`src/inc/cgc_pkg.sv`:
```
// Purpose: Shared constants, types and decode helpers of the clock
//          generator configuration block.
// Assumes: A 125 MHz core clock and a 32-bit APB register port.
// Notes:   Every offset, field position, reset value and count lives here.
`default_nettype none

package cgc_pkg;

  // Register byte offsets, one aligned 32-bit word each.
  localparam logic [11:0] ADDR_CTRL1 = 12'h000;
  localparam logic [11:0] ADDR_CTRL2 = 12'h004;
  localparam logic [11:0] ADDR_STAT1 = 12'h008;
  localparam logic [11:0] ADDR_STAT2 = 12'h00c;
  localparam logic [11:0] ADDR_FLTU = 12'h010;
  localparam logic [11:0] ADDR_FLTL = 12'h014;
  localparam logic [11:0] ADDR_TRIM = 12'h018;

  // Field positions in clock_gen_control_1.
  localparam int C1_HGO = 7;
  localparam int C1_RANGE = 6;
  localparam int C1_REFERENCE_SELECT = 5;
  localparam int C1_CLOCK_MODE_REQUEST_LSB = 3;

  // Field positions in clock_gen_control_2.
  localparam int C2_MFD_LSB = 4;
  localparam int C2_RFD_LSB = 0;

  // Field positions in clock_gen_status_1.
  localparam int S1_CLOCK_MODE_ACTUAL_LSB = 6;
  localparam int S1_REFST = 5;
  localparam int S1_LOCK = 3;
  localparam int S1_ERCS = 1;

  // Writable bit masks; bit 0 of control 1 is reserved.
  localparam logic [7:0] CTRL1_MASK = 8'hfe;
  localparam logic [3:0] FLTU_MASK = 4'hf;

  // Values after reset: self-clocked mode, nothing requested.
  localparam logic [7:0] CTRL1_RST = 8'h00;
  localparam logic [7:0] CTRL2_RST = 8'h00;
  localparam logic [11:0] FILTER_RST = 12'h000;
  localparam logic [7:0] TRIM_RST = 8'h80;

  // Frequency-equation constants.
  localparam logic [6:0] PRESCALE_LOW = 7'h40;
  localparam logic [6:0] PRESCALE_HIGH = 7'h01;
  localparam logic [4:0] MULT_BASE = 5'h04;

  // Timing: core clock period and derived cycle counts (least times).
  localparam int CLK_PERIOD_NS = 8;
  localparam int OSC_STARTUP_NS = 1000;
  localparam int DCO_SETTLE_NS = 200;
  localparam logic [7:0] OSC_STARTUP_CYCLES =
    8'((OSC_STARTUP_NS + CLK_PERIOD_NS - 1) / CLK_PERIOD_NS);
  localparam logic [7:0] DCO_SETTLE_CYCLES =
    8'((DCO_SETTLE_NS + CLK_PERIOD_NS - 1) / CLK_PERIOD_NS);
  localparam logic [3:0] MODE_SETTLE_CYCLES = 4'h4;

  // Clock modes in the order of their two-bit codes.
  typedef enum logic [1:0] {
    MODE_SELF_CLOCKED,
    MODE_LOOP_INTERNAL,
    MODE_BYPASS_EXTERNAL,
    MODE_LOOP_EXTERNAL
  } cgc_mode_t;

  // Multiply code to N: four upward in steps of two.
  function automatic logic [4:0] cgc_mult_n(input logic [2:0] code);
    cgc_mult_n = MULT_BASE + {1'b0, code, 1'b0};
  endfunction : cgc_mult_n

  // Divide code to R: a power of two from one to 128.
  function automatic logic [7:0] cgc_div_r(input logic [2:0] code);
    cgc_div_r = 8'h01 << code;
  endfunction : cgc_div_r

endpackage : cgc_pkg

`default_nettype wire

```
`src/verilog/cgc_settle_timer.sv`:
```
// Purpose: Counts a fixed settling delay while its enable stays high.
// Assumes: Enable and restart come from logic on the same clock.
// Notes:   Done falls on the next clock edge when the enable drops or a restart arrives.
`default_nettype none

module cgc_settle_timer #(
  parameter logic [7:0] LIMIT = 8'h01
) (
  // Clock and reset.
  input wire logic i_core_clk,
  input wire logic i_srst,
  // Control.
  input wire logic i_enable,
  input wire logic i_restart,
  // Status.
  output logic o_done
);
  import cgc_pkg::*;

  typedef struct packed {
    logic [7:0] cnt;
    logic done;
  } cgc_timer_t;

  cgc_timer_t st;
  cgc_timer_t next_st;

  // A restart wins over counting so a new setting always waits in full.
  always_comb begin
    next_st = st;
    if (!i_enable || i_restart) begin
      next_st.cnt = 8'h00;
      next_st.done = 1'b0;
    end else if (!st.done) begin
      if (st.cnt == LIMIT - 8'h01) begin
        next_st.done = 1'b1;
      end else begin
        next_st.cnt = st.cnt + 8'h01;
      end
    end
  end

  // State register.
  always_ff @(posedge i_core_clk) begin
    if (i_srst) begin
      st <= '0;
    end else begin
      st <= next_st;
    end
  end

  assign o_done = st.done;

endmodule : cgc_settle_timer

`default_nettype wire

```
`src/verilog/cgc_clock_gen_config.sv`:
```
// Purpose: Mode control and frequency selection of the clock generator,
//          programmed through an APB register port.
// Assumes: Outside oscillators and dividers follow these outputs.
// Notes:   Every output is registered; the rules it keeps follow.
// Contract
// - High gain bit selects high-gain oscillator.
// - Gain applies in both ranges, only with oscillator.
// - New gain waits full oscillator start-up delay.
// - Self-clocked output is oscillator clock over R.
// - Bypassed external output is external over R.
// - Internal loop: reference/7 times 64 N/R.
// - External loop: external times P N over R.
// - Decode N four to eighteen, R powers two.
// - Bypassed external keeps both internal oscillators off.
// - Self-clocked: reference off, oscillator open loop.
// - Internal loop runs both internal oscillators.
// - Actual mode follows request after several cycles.
`default_nettype none

module cgc_clock_gen_config (
  // Clock and reset.
  input wire logic i_core_clk,
  input wire logic i_srst,
  // APB slave port.
  input wire logic i_psel,
  input wire logic i_penable,
  input wire logic i_pwrite,
  input wire logic [11:0] i_paddr,
  input wire logic [31:0] i_pwdata,
  output logic [31:0] o_prdata,
  output logic o_pready,
  output logic o_pslverr,
  // External oscillator control.
  output logic o_ext_osc_enable,
  output logic o_ext_osc_high_gain,
  output logic o_ext_osc_range,
  // Internal oscillator control.
  output logic o_irg_enable,
  output logic o_dco_enable,
  output logic o_dco_loop_closed,
  output logic [11:0] o_dco_filter,
  output logic [7:0] o_osc_trim,
  // Output clock path selection and factors.
  output logic [1:0] o_mode_actual,
  output logic o_out_external,
  output logic o_ref_div7,
  output logic [6:0] o_prescale,
  output logic [4:0] o_mult_n,
  output logic [7:0] o_div_r
);
  import cgc_pkg::*;

  typedef struct packed {
    logic [7:0] ctrl1;
    logic [7:0] ctrl2;
    logic [11:0] filter;
    logic [7:0] trim;
    cgc_mode_t actual;
    logic [3:0] settle;
    logic [31:0] prdata;
    logic pready;
    logic pslverr;
    logic osc_en;
    logic osc_hg;
    logic osc_range;
    logic irg_en;
    logic dco_en;
    logic loop_closed;
    logic out_ext;
    logic ref_div7;
    logic [6:0] prescale;
    logic [4:0] mult_n;
    logic [7:0] div_r;
  } cgc_state_t;

  cgc_state_t st;
  cgc_state_t next_st;

  // Timer outputs and request fields.
  logic ercs;
  logic dcos;
  logic osc_restart;
  logic req_hgo;
  logic req_range;
  logic req_reference_select;
  cgc_mode_t req_mode;
  logic [2:0] mfd_code;
  logic [2:0] rfd_code;

  // Fields of the control registers as software last wrote them.
  assign req_hgo = st.ctrl1[C1_HGO];
  assign req_range = st.ctrl1[C1_RANGE];
  assign req_reference_select = st.ctrl1[C1_REFERENCE_SELECT];
  assign req_mode = cgc_mode_t'(st.ctrl1[C1_CLOCK_MODE_REQUEST_LSB +: 2]);
  assign mfd_code = st.ctrl2[C2_MFD_LSB +: 3];
  assign rfd_code = st.ctrl2[C2_RFD_LSB +: 3];

  // A gain change seen while the oscillator runs restarts its start-up.
  // Software is expected to stop the oscillator first; this only keeps
  // a careless write from switching to an unsettled crystal.
  assign osc_restart = st.osc_en && (st.osc_hg != req_hgo);

  // External oscillator start-up; done is the reference-present flag.
  cgc_settle_timer #(
    .LIMIT(OSC_STARTUP_CYCLES)
  ) u_osc_timer (
    .i_core_clk(i_core_clk),
    .i_srst(i_srst),
    .i_enable(st.osc_en),
    .i_restart(osc_restart),
    .o_done(ercs)
  );

  // Internal oscillator settling; done is the oscillator-stable flag.
  cgc_settle_timer #(
    .LIMIT(DCO_SETTLE_CYCLES)
  ) u_dco_timer (
    .i_core_clk(i_core_clk),
    .i_srst(i_srst),
    .i_enable(st.dco_en),
    .i_restart(1'b0),
    .o_done(dcos)
  );

  // Register index decode, shared by the read and the write path.
  function automatic logic [2:0] reg_index(input logic [11:0] addr);
    if (addr == ADDR_CTRL1) begin
      reg_index = 3'h1;
    end else if (addr == ADDR_CTRL2) begin
      reg_index = 3'h2;
    end else if (addr == ADDR_STAT1) begin
      reg_index = 3'h3;
    end else if (addr == ADDR_STAT2) begin
      reg_index = 3'h4;
    end else if (addr == ADDR_FLTU) begin
      reg_index = 3'h5;
    end else if (addr == ADDR_FLTL) begin
      reg_index = 3'h6;
    end else if (addr == ADDR_TRIM) begin
      reg_index = 3'h7;
    end else begin
      reg_index = 3'h0;
    end
  endfunction : reg_index

  // Whether the requested mode may be entered from the present one.
  // Each external mode needs a started oscillator, each loop mode a
  // settled internal oscillator.
  function automatic logic mode_ready(input cgc_mode_t target,
                                      input cgc_mode_t now,
                                      input logic ext_ok,
                                      input logic dco_ok);
    mode_ready = 1'b0;
    case (target)
      MODE_SELF_CLOCKED: begin
        mode_ready = (now != MODE_BYPASS_EXTERNAL) || dco_ok;
      end
      MODE_LOOP_INTERNAL: begin
        mode_ready = dco_ok;
      end
      MODE_BYPASS_EXTERNAL: begin
        mode_ready = ext_ok;
      end
      MODE_LOOP_EXTERNAL: begin
        mode_ready = ext_ok && dco_ok;
      end
      default: begin
        mode_ready = 1'b0;
      end
    endcase
  endfunction : mode_ready

  // Next state: bus slave, mode sequencing and output selection.
  always_comb begin
    logic [2:0] idx;
    logic access;
    logic [7:0] wbyte;
    logic [7:0] rbyte;
    idx = reg_index(i_paddr);
    access = i_psel && i_penable && !st.pready;
    wbyte = i_pwdata[7:0];
    rbyte = 8'h00;
    next_st = st;

    // Bus: ready comes one cycle into the access phase, then drops.
    next_st.pready = access;
    next_st.pslverr = access && (idx == 3'h0);
    if (!access) begin
      next_st.prdata = 32'h0000_0000;
    end

    // Read data; unimplemented and upper bits read as zero.
    case (idx)
      3'h1: begin
        rbyte = st.ctrl1 & CTRL1_MASK;
      end
      3'h2: begin
        rbyte = st.ctrl2;
      end
      3'h3: begin
        rbyte = 8'h00;
        rbyte[S1_CLOCK_MODE_ACTUAL_LSB +: 2] = st.actual;
        rbyte[S1_REFST] = req_reference_select;
        rbyte[S1_LOCK] = st.loop_closed && dcos;
        rbyte[S1_ERCS] = ercs;
      end
      3'h4: begin
        rbyte = {7'h00, dcos};
      end
      3'h5: begin
        rbyte = {4'h0, st.filter[11:8]};
      end
      3'h6: begin
        rbyte = st.filter[7:0];
      end
      3'h7: begin
        rbyte = st.trim;
      end
      default: begin
        rbyte = 8'h00;
      end
    endcase
    if (access && !i_pwrite) begin
      next_st.prdata = {24'h000000, rbyte};
    end

    // Writes take effect in the cycle ready is seen; status is read-only.
    if (i_psel && i_penable && st.pready && i_pwrite) begin
      case (idx)
        3'h1: begin
          next_st.ctrl1 = wbyte & CTRL1_MASK;
        end
        3'h2: begin
          next_st.ctrl2 = wbyte;
        end
        3'h5: begin
          next_st.filter[11:8] = wbyte[3:0] & FLTU_MASK;
        end
        3'h6: begin
          next_st.filter[7:0] = wbyte;
        end
        3'h7: begin
          next_st.trim = wbyte;
        end
        default: begin
          next_st.trim = st.trim;
        end
      endcase
    end

    // Mode sequencing: the actual mode follows the request only after
    // its conditions hold for a few cycles, so status lags the write.
    if ((req_mode == st.actual) ||
        !mode_ready(req_mode, st.actual, ercs, dcos)) begin
      next_st.settle = 4'h0;
    end else if (st.settle == MODE_SETTLE_CYCLES - 4'h1) begin
      next_st.actual = req_mode;
      next_st.settle = 4'h0;
    end else begin
      next_st.settle = st.settle + 4'h1;
    end

    // Oscillator runs for any external request with an oscillator chosen.
    next_st.osc_en = req_reference_select &&
      ((req_mode == MODE_BYPASS_EXTERNAL) ||
       (req_mode == MODE_LOOP_EXTERNAL));
    next_st.osc_hg = req_hgo && req_reference_select;
    next_st.osc_range = req_range;

    // Internal reference only for the internal loop.
    next_st.irg_en = (st.actual == MODE_LOOP_INTERNAL) ||
      (req_mode == MODE_LOOP_INTERNAL);
    // Oscillator off only while bypass is both held and requested.
    next_st.dco_en = !((st.actual == MODE_BYPASS_EXTERNAL) &&
      (req_mode == MODE_BYPASS_EXTERNAL));
    // Loop correction only in the two engaged modes.
    next_st.loop_closed = (st.actual == MODE_LOOP_INTERNAL) ||
      (st.actual == MODE_LOOP_EXTERNAL);

    // Output path and factors for the mode in effect.
    next_st.mult_n = cgc_mult_n(mfd_code);
    next_st.div_r = cgc_div_r(rfd_code);
    case (st.actual)
      MODE_SELF_CLOCKED: begin
        next_st.out_ext = 1'b0;
        next_st.ref_div7 = 1'b0;
        next_st.prescale = PRESCALE_HIGH;
      end
      MODE_LOOP_INTERNAL: begin
        next_st.out_ext = 1'b0;
        next_st.ref_div7 = 1'b1;
        next_st.prescale = PRESCALE_LOW;
      end
      MODE_BYPASS_EXTERNAL: begin
        next_st.out_ext = 1'b1;
        next_st.ref_div7 = 1'b0;
        next_st.prescale = PRESCALE_HIGH;
      end
      default: begin
        next_st.out_ext = 1'b0;
        next_st.ref_div7 = 1'b0;
        next_st.prescale = req_range ? PRESCALE_HIGH : PRESCALE_LOW;
      end
    endcase
  end

  // State register; after reset the generator is self-clocked.
  always_ff @(posedge i_core_clk) begin
    if (i_srst) begin
      st <= '0;
      st.ctrl1 <= CTRL1_RST;
      st.ctrl2 <= CTRL2_RST;
      st.filter <= FILTER_RST;
      st.trim <= TRIM_RST;
      st.actual <= MODE_SELF_CLOCKED;
      st.dco_en <= 1'b1;
      st.prescale <= PRESCALE_HIGH;
      st.mult_n <= MULT_BASE;
      st.div_r <= 8'h01;
    end else begin
      st <= next_st;
    end
  end

  // Every output comes straight from the state register.
  assign o_prdata = st.prdata;
  assign o_pready = st.pready;
  assign o_pslverr = st.pslverr;
  assign o_ext_osc_enable = st.osc_en;
  assign o_ext_osc_high_gain = st.osc_hg;
  assign o_ext_osc_range = st.osc_range;
  assign o_irg_enable = st.irg_en;
  assign o_dco_enable = st.dco_en;
  assign o_dco_loop_closed = st.loop_closed;
  assign o_dco_filter = st.filter;
  assign o_osc_trim = st.trim;
  assign o_mode_actual = st.actual;
  assign o_out_external = st.out_ext;
  assign o_ref_div7 = st.ref_div7;
  assign o_prescale = st.prescale;
  assign o_mult_n = st.mult_n;
  assign o_div_r = st.div_r;

endmodule : cgc_clock_gen_config

`default_nettype wire

```
`config.mk`:
```
export PLATFORM = sky130hd
export DESIGN_NAME = cgc_clock_gen_config
export DESIGN_NICKNAME = d
export VERILOG_FILES = /design/src/inc/cgc_pkg.sv /design/src/verilog/cgc_settle_timer.sv /design/src/verilog/cgc_clock_gen_config.sv
export SDC_FILE = /design/constraint.sdc
export NUM_CORES = 1
export LEC_CHECK = 0
export BUFFER_PORTS_ARGS = -buffer_cell sky130_fd_sc_hd__buf_4
export CORE_MARGIN = 2
export CORE_UTILIZATION = 45
export DETAILED_ROUTE_END_ITERATION = 16
export GPL_TIMING_DRIVEN = 0
export PLACE_DENSITY = 0.75
export SYNTH_ARGS = -nofsm -noshare
export SYNTH_HDL_FRONTEND = slang
export SYNTH_SLANG_ARGS = --single-unit
```
`constraint.sdc`:
```
create_clock -name i_core_clk -period 3.3 [get_ports i_core_clk]
set_input_delay 0.495 -clock i_core_clk [delete_from_list [all_inputs] [get_ports i_core_clk]]
set_output_delay 0.495 -clock i_core_clk [all_outputs]
set_load 0.005 [all_outputs]
```
==> impl_metrics.toml, run 1 <==
[global_route]
gr-usage-all-layers_pct = 18.6
grt_overflow_total = 0
use_met1_pct = 24.8
grt_first_pass_wirelength_um = 15100
grt_pass1_vias = 3168
busiest_layer = "met2"
grt_max_degree = 17
use_met2_pct = 30.0
antenna_found_initial = 0
use_met3_pct = 3.23

[synthesis]
ys_types = 50
synth-async-reset-ratio_pct = 0
synth_seq_area_share_pct = 41.2
syn_avg_cell_area_um2 = 9.42
synth_ff_type = "dfxtp_1"
ys_warn_count = 0
synth_seq_cells = 91
synth_edf_count = 0
synth_cells = 470
synth_area_um2 = 4430

[power_and_ir_drop]
power_frac_clock_pct = 42.6
swShare_pct = 22.4
power_frac_seq_pct = 51.2
p_int_mw = 1.68
powerDensity_nw_per_um2 = 391
p_sw_mw = 0.484
ir_drop_uv = 215
comb_power_share_pct = 6.3
p_leak_nw = 2.55

[floorplan]
rows = 36
fp.dieW_um = 103
coreArea_um2 = 9640
die-area_um2 = 10600
fp.dieH_um = 103
io_pins = 133
initial_utilization_pct = 45.9

[layout]
most-common-layout-cells = "buf_4, dfxtp_1, mux2i_1, nand2b_1, nor2_1"
final_common_cell = "buf_4"
nets = 643
antenna_cells = 0
drive_gt1_share_pct = 30.5
multiInputGateArea_um2 = 2020
syn_to_final_growth_pct = 25.0
fillers = 884
ff_latch_area_um2 = 1820

[routing]
drt_wl_total_um = 9860
ant_nets = 0
vias_per_cell = 4.76
drtIter0Drc = 204
num_vias = 3456
dr.pass1.iters = 4
wl_per_cell_um = 13.6
drc = 0

[clock_network]
clk_pin_slew_worst_paths_ns = 0.09
ctsHoldBuffers = 0
clk_latency_ns = 0.37
cts_setup_buffers = 0
cts_resized = 0
numCtsBuffers = 9
htree_levels = 3
cts_tree = "yes"
cts-root-buf = "clkbuf_8"
cts_num_sinks = 91
clock_path_buffers = 2

[sta]
setup_viol = 0
timing.final.crit_share_pct = 62.2
slew_headroom_pct = 36.8
rsz0062_at_grt = "false"
fin_tns_setup_ns = 0
fmax_mhz = 487
period_needed_ns = 2.05
skew_ns = 0.00935
hold_viol_final = 0
fin_hold_ws_ns = 0.407
worstMarginPinSlew_ns = 0.943
slew_violations = 0

[placement]
port_buffers = 78
hpwl_um = 7510
gp_congestion = 0.870

[setup_path]
critical_path_class = "flip-flop to flip-flop"
cp.required_ns = 3.59
cp.arrival_ns = 2.34
crit_fanout = 7
critPathCaptureType = "flip-flop"
cp-start-kind = "flip-flop"

[status]
status = "finished, final reports clean"

[min_path]
min_path_type = "input pin to flip-flop"

[job]
maxCapViolCount = 0
cells in the mapped netlist (all sizes together) (9+ instances only):
library cell	instances	area, µm²
dfxtp	91	1820
buf	79	584
mux2i	50	500
nand2b	49	307
nor2	35	131
inv	16	60.1
a21oi	14	70.1
clkbuf	12	46.3
o21ai	11	55.1
nand2	10	37.5
nor3	9	50.1
xnor2	9	78.8
worst max-delay path, cell delays in order (launching register included):
cell	delay (ns)
dfxtp_1	0.42
nand4_1	0.22
nand2b_1	0.27
nor3_2	0.78
mux2i_1	0.29
worst paths after layout:
path / cells past startpoint / endpoint / slack, ns / startpoint
min: 3 / o_osc_trim[7] / 0.41 / i_pwdata[7]
max: 4 / req_hgo / 1.25 / o_pready
min reg2reg: 1 / o_mult_n[2] / 0.47 / mfd_code[1]
max reg2reg: 4 / req_hgo / 1.25 / o_pready
flip-flops by register name, summed over array words and instances, names as in the netlist, 4 cells and up:
name / count
o_dco_filter: 12
st: 8
o_prdata: 8
u_osc_timer.st: 8
o_div_r: 8
o_mult_n: 4
u_dco_timer.st: 8
o_osc_trim: 8
through the flow:
stage | setup WS [ns] | cells | cell area [µm²] | util, % | total power [mW]
2_1_floorplan | 1.44 | 499 | 4530 | - | 1.22
3_3_place_gp | 1.11 | 710 | 5290 | 54.8 | 1.26
3_5_place_dp | 1.06 | 710 | 5290 | 54.8 | 1.26
4_1_cts | 1.28 | 726 | 5530 | 57.4 | 2.16
5_1_grt | 1.12 | 726 | 5530 | 57.4 | 2.22
6_report | 1.25 | 726 | 5530 | 57.4 | 2.16
routing by layer:
| metal | vias up | share of wire [%] |
|---|---|---|
| li1 | 1727 | - |
| met3 | 15 | 6.8 |
| met1 | 1599 | 45 |
| met4 | 0 | 1.6 |
| met5 | - | 0 |
| met2 | 115 | 47 |
area by class of cell:
type,instances,share of cell area (%)
Multi-Input combinational cell,301,36.5
Sequential cell,91,32.9
Buffer,91,11.4
Timing Repair Buffer,78,10.6
Tap cell,133,3.01
Clock buffer,9,2.24
Clock inverter,7,2.22
Inverter,16,1.09
cells by family after synthesis:
logic type / synth area share (%)
fa+ha+maj: 1.70
xor+xnor: 2.57
other cells: 0.0847
mux: 11.8
compound gates: 7.04
flops: 41.2
simple gates: 20.0
buf+inv: 15.6
power groups by stage:
stage	clock, mW	sequential (mW)	combinational [mW]
floorplan	0	1.13	0.0865
global placement	0	1.13	0.131
detailed placement	0	1.13	0.133
CTS	0.925	1.11	0.133
global route	0.968	1.11	0.149
finish	0.920	1.11	0.136
(Power assumes the default switching activity.)
==> inputs of run 2 (changes only) <==
- PLACE_DENSITY: 0.75 -> 0.78
- clock period: 3.3 -> 1.7 ns (I/O delays scaled with it)
==> run 2 against run 1 <==
Worst setup slack got worse by 1.1 ns; count of clock-buffer cells in the layout rose by 2; total power increased by 98%; sequential cell count is the same; sequential share of layout area down 0.33 points; design area rose by 1.1%; largest cell class unchanged; cell count rose by 0.28%; utilization grew 0.62 points; first-iteration DRC count decreased by 42%.
==> impl_metrics.toml, run 2 (synthesized netlist as in run 1, its figures left out) <==
[clock_network]
htree_levels = 3
cts-root-buf = "clkbuf_8"
ctsHoldBuffers = 0
clk_latency_ns = 0.36
clk_pin_slew_worst_paths_ns = 0.09
cts_num_sinks = 91
cts_tree = "yes"
clock_path_buffers = 2
numCtsBuffers = 9

[sta]
rsz0062_at_grt = "false"
fin_hold_ws_ns = 0.176
skew_ns = 0.0125
slew_violations = 0
worstMarginPinSlew_ns = 0.506
setup_viol = 0
period_needed_ns = 1.58
timing.final.crit_share_pct = 92.9
hold_viol_final = 0
slew_headroom_pct = 66.0
fmax_mhz = 633
fin_ws_ns = 0.120

[layout]
nets = 645
final_cells = 728
final_common_cell = "buf_4"
stdcell_area_um2 = 5590
largest_reg_flops = 12
syn_to_final_growth_pct = 26.4
drive_gt1_share_pct = 31.4
antenna_cells = 0
most-common-layout-cells = "buf_4, dfxtp_1, mux2i_1, nand2b_1, nor2_1"

[global_route]
gr-usage-all-layers_pct = 18.9
grt_pass1_vias = 3190
grt_max_degree = 15
grt_first_pass_wirelength_um = 15400
antenna_found_initial = 0
grt_overflow_total = 0

[min_path]
min_path_type = "input pin to flip-flop"

[placement]
gp_congestion = 0.922
hpwl_um = 7600
port_buffers = 78
dpl.cell_count = 710
place_ws_ns = -0.315
place_area_um2 = 5290

[power_and_ir_drop]
total_power_mw = 4.28
p_leak_nw = 2.61
ir_drop_uv = 364
powerDensity_nw_per_um2 = 765

[setup_path]
crit_path_top_delay_cell = "or4_1"
crit_fanout = 10
critPathMostFrequentCell = "buf_4"
crit_family = "simple AND/OR/NAND/NOR gates"
crit_buf_inv = 2
critPathCaptureType = "flip-flop"
max_stage_delay_ns = 0.55
cp-start-kind = "input pin"
cp.arrival_ns = 1.82
crit_chain = "buf_4 -> nor3_1 -> nand3_4 -> or4_1 -> buf_4 -> mux2i_1"
cp.required_ns = 1.94
critical_path_class = "input pin to flip-flop"
rrSetupSlack_ns = 0.12

[routing]
num_vias = 3485
drt_wl_total_um = 10000
ant_nets = 0
dr.pass1.iters = 4
wl_per_cell_um = 13.7
vias_per_cell = 4.79
drc = 0
drtIter0Drc = 119

[floorplan]
initial_utilization_pct = 45.9
io_pins = 133
fp.dieW_um = 103
rows = 36
coreArea_um2 = 9640
fp.dieH_um = 103
die-area_um2 = 10600

[job]
maxCapViolCount = 0

[status]
status = "finished, final reports clean"
## run 2: cell count changes in the layout (fill, tap and decap cells not counted), sizes merged
| cell | change |
|---|---|
| buf | +3 |
| bufinv | +1 |
| clkbuf | +1 |
| clkinv | +1 |
| clkinvlp | -2 |
| inv | -2 |
## run 2: timing repair
action / in CTS / in global routing
resized for setup: 4 / 3
pin swaps: 0 / 1
setup endpoints to repair: 15 / 10
buffers inserted: 3 / 0
## run 2: per-stage QoR
step / utilization, % / setup TNS, ns
5_1_grt: 58.0 / 0
4_1_cts: 57.9 / 0
2_1_floorplan: - / 0
3_5_place_dp: 54.8 / -8.88
6_report: 58.0 / 0
3_3_place_gp: 54.8 / -5.99
## run 2: tightest hold or removal path, stage by stage
cell,delay [ns]
buf_4,0.09
nor2_1,0.04
mux2i_1,0.12
## run 2: where the power goes
group,internal [mW],leakage (nW),switching (mW)
logic,0.132,1.75,0.132
clock network,1.12,0.128,0.742
registers,2.14,0.734,0.00844
total,3.39,2.61,0.882
## run 2: path summary, 6_finish.rpt
check	startpoint	end	cells past startpoint
setup / recovery	i_paddr[7]	o_dco_filter[1]	6
setup reg to reg	o_mode_actual[1]	st[64]	4
hold / removal	i_pwdata[7]	o_osc_trim[7]	3
hold reg to reg	st[62]	st[62]	1
## run 2: layout make-up
class | instances | area (µm²)
Fill cell | 876 | 4050
Multi-Input combinational cell | 301 | 2050
Sequential cell | 91 | 1820
Buffer | 90 | 627
Timing Repair Buffer | 81 | 608
Tap cell | 133 | 166
Clock buffer | 11 | 131
Clock inverter | 5 | 125
Inverter | 16 | 60.1
## run 2: routing by layer
metal / track usage [%] / routed length, µm / vias up / part of all wire, %
met5: 0 / 0 / - / 0
met4: 8.50 / 238 / 0 / 2.4
met3: 3.49 / 578 / 23 / 5.8
met2: 29.6 / 4620 / 116 / 46
met1: 25.4 / 4560 / 1619 / 46
li1: - / - / 1727 / -
==> inputs of run 3 (changes only) <==
- CTS_BUF_LIST: default -> sky130_fd_sc_hd__clkbuf_8
==> run 3 against run 2 <==
Die area did not move; total power fell by 0.33%; critical path depth fell by 2; worst setup slack got worse by 0.0074 ns; sequential share of layout area did not move; sequential cell count did not move; non-clock buffer count did not move; via count barely moved; sequential power barely moved.
==> impl_metrics.toml, run 3 (synthesized netlist as in run 1, its figures left out) <==
[status]
status = "finished, final reports clean"

[sta]
skew_ns = 0.0111
worstMarginPinSlew_ns = 0.506
fmax_mhz = 630
timing.final.crit_share_pct = 93.4
slew_headroom_pct = 66.0
period_needed_ns = 1.59
rsz0062_at_grt = "false"
slew_violations = 0
fin_hold_ws_ns = 0.176
setup_viol = 0
hold_viol_final = 0

[setup_path]
cp.arrival_ns = 1.89
crit_chain = "xnor2_1 -> a22o_1 -> or4_1 -> nor2_1"
crit_buf_inv = 0
timing.rr.start = "o_mode_actual[1]"
cp-start-kind = "flip-flop"
crit_family = "simple AND/OR/NAND/NOR gates"
critPathCaptureType = "flip-flop"
crit_path_top_delay_cell = "or4_1"
max_stage_delay_ns = 0.56
reg2reg_to = "st[64]"
cp-startpoint = "o_mode_actual[1]"
critical_path_class = "flip-flop to flip-flop"
crit_fanout = 8
cp.required_ns = 2.00
rrSetupSlack_ns = 0.11
reg2reg_depth = 4

[routing]
dr.pass1.iters = 4
wl_per_cell_um = 13.7
drc = 0
ant_nets = 0
drtIter0Drc = 119
num_vias = 3482
drt_wl_total_um = 10000
vias_per_cell = 4.78

[power_and_ir_drop]
p_leak_nw = 2.62
total_power_mw = 4.26
powerDensity_nw_per_um2 = 762
ir_drop_uv = 364

[global_route]
grt_max_degree = 15
antenna_found_initial = 0
grt_pass1_vias = 3190
grt_overflow_total = 0
gr-usage-all-layers_pct = 18.9
grt_first_pass_wirelength_um = 15400

[floorplan]
coreArea_um2 = 9640
io_pins = 133
die-area_um2 = 10600
fp.dieW_um = 103
initial_utilization_pct = 45.9
fp.dieH_um = 103
rows = 36

[layout]
syn_to_final_growth_pct = 26.4
largest_reg_flops = 12
antenna_cells = 0
nets = 645
drive_gt1_share_pct = 31.4
most-common-layout-cells = "buf_4, dfxtp_1, mux2i_1, nand2b_1, nor2_1"
final_common_cell = "buf_4"

[min_path]
hp-start = "i_pwdata[7]"
hold_end = "o_osc_trim[7]"
hold_depth = 3
min_path_type = "input pin to flip-flop"

[clock_network]
cts-root-buf = "clkbuf_8"
numCtsBuffers = 9
cts_tree = "yes"
clk_latency_ns = 0.36
clock_path_buffers = 2
ctsHoldBuffers = 0
htree_levels = 3
clk_pin_slew_worst_paths_ns = 0.09
cts_num_sinks = 91

[placement]
gp_congestion = 0.922
port_buffers = 78
hpwl_um = 7600

[job]
maxCapViolCount = 0
[run 3: cell types whose count changed in the layout (fill, tap and decap cells not counted)]
cell	delta
inv_1	+2
clkbuf_1	-2
[run 3: report_power, final]
group          switching, mW  internal [mW]
Clock                  0.740           1.11
Sequential           0.00844           2.14
Combinational          0.132          0.132
Total                  0.880           3.38
[run 3: layout make-up]
cell class                      instances  area [µm²]
Clock buffer                            9         124
Multi-Input combinational cell        301        2050
Sequential cell                        91        1820
Buffer                                 90         627
Clock inverter                          7         133
Tap cell                              133         166
Fill cell                             876        4050
Inverter                               16        60.1
Timing Repair Buffer                   81         608
[run 3: metrics by stage]
step           setup TNS [ns]  utilization [%]  setup slack [ns]  std cells  cell area, µm²
2_1_floorplan               0                -            0.0800        499            4530
3_3_place_gp            -5.99             54.8            -0.249        710            5290
3_5_place_dp            -8.88             54.8            -0.315        710            5290
4_1_cts                     0             57.9            0.0459        728            5580
5_1_grt                     0             58.0            0.0321        728            5590
6_report                    0             58.0             0.113        728            5590
[run 3: worst max path at each step]
stage | slack [ns] | cells after the start | end
3_5_place_dp | -0.32 | 5 | req_mode[1]
2_1_floorplan | 0.08 | 5 | o_dco_filter[2]
3_3_place_gp | -0.25 | 5 | st[97]
4_1_cts | 0.05 | 6 | u_osc_timer.st[2]
5_1_grt | 0.03 | 3 | o_prdata[7]
6_report | 0.11 | 4 | st[64]
[run 3: layer usage]
metal	vias to the layer above	GRT usage [%]	share of wire, %
li1	1728	-	-
met1	1620	25.4	46
met2	111	29.6	46
met3	23	3.49	5.7
met4	0	8.50	2.4
met5	-	0	0
[run 3: repair_timing]
item	CTS	global route
endpoints found under the setup margin	15	10
hold endpoints to repair	0	0
setup buffers	3	0
gates resized for setup	4	3
pin swaps	0	1
[run 3: worst register-to-register path, delay by kind of cell, from the launching register on]
kind | cells | cell delay (ns)
DFF | 1 | 0.51
AOI/OAI and AO/OA | 1 | 0.19
and+or+nand+nor | 2 | 0.71
xor gates and xnor gates | 1 | 0.11
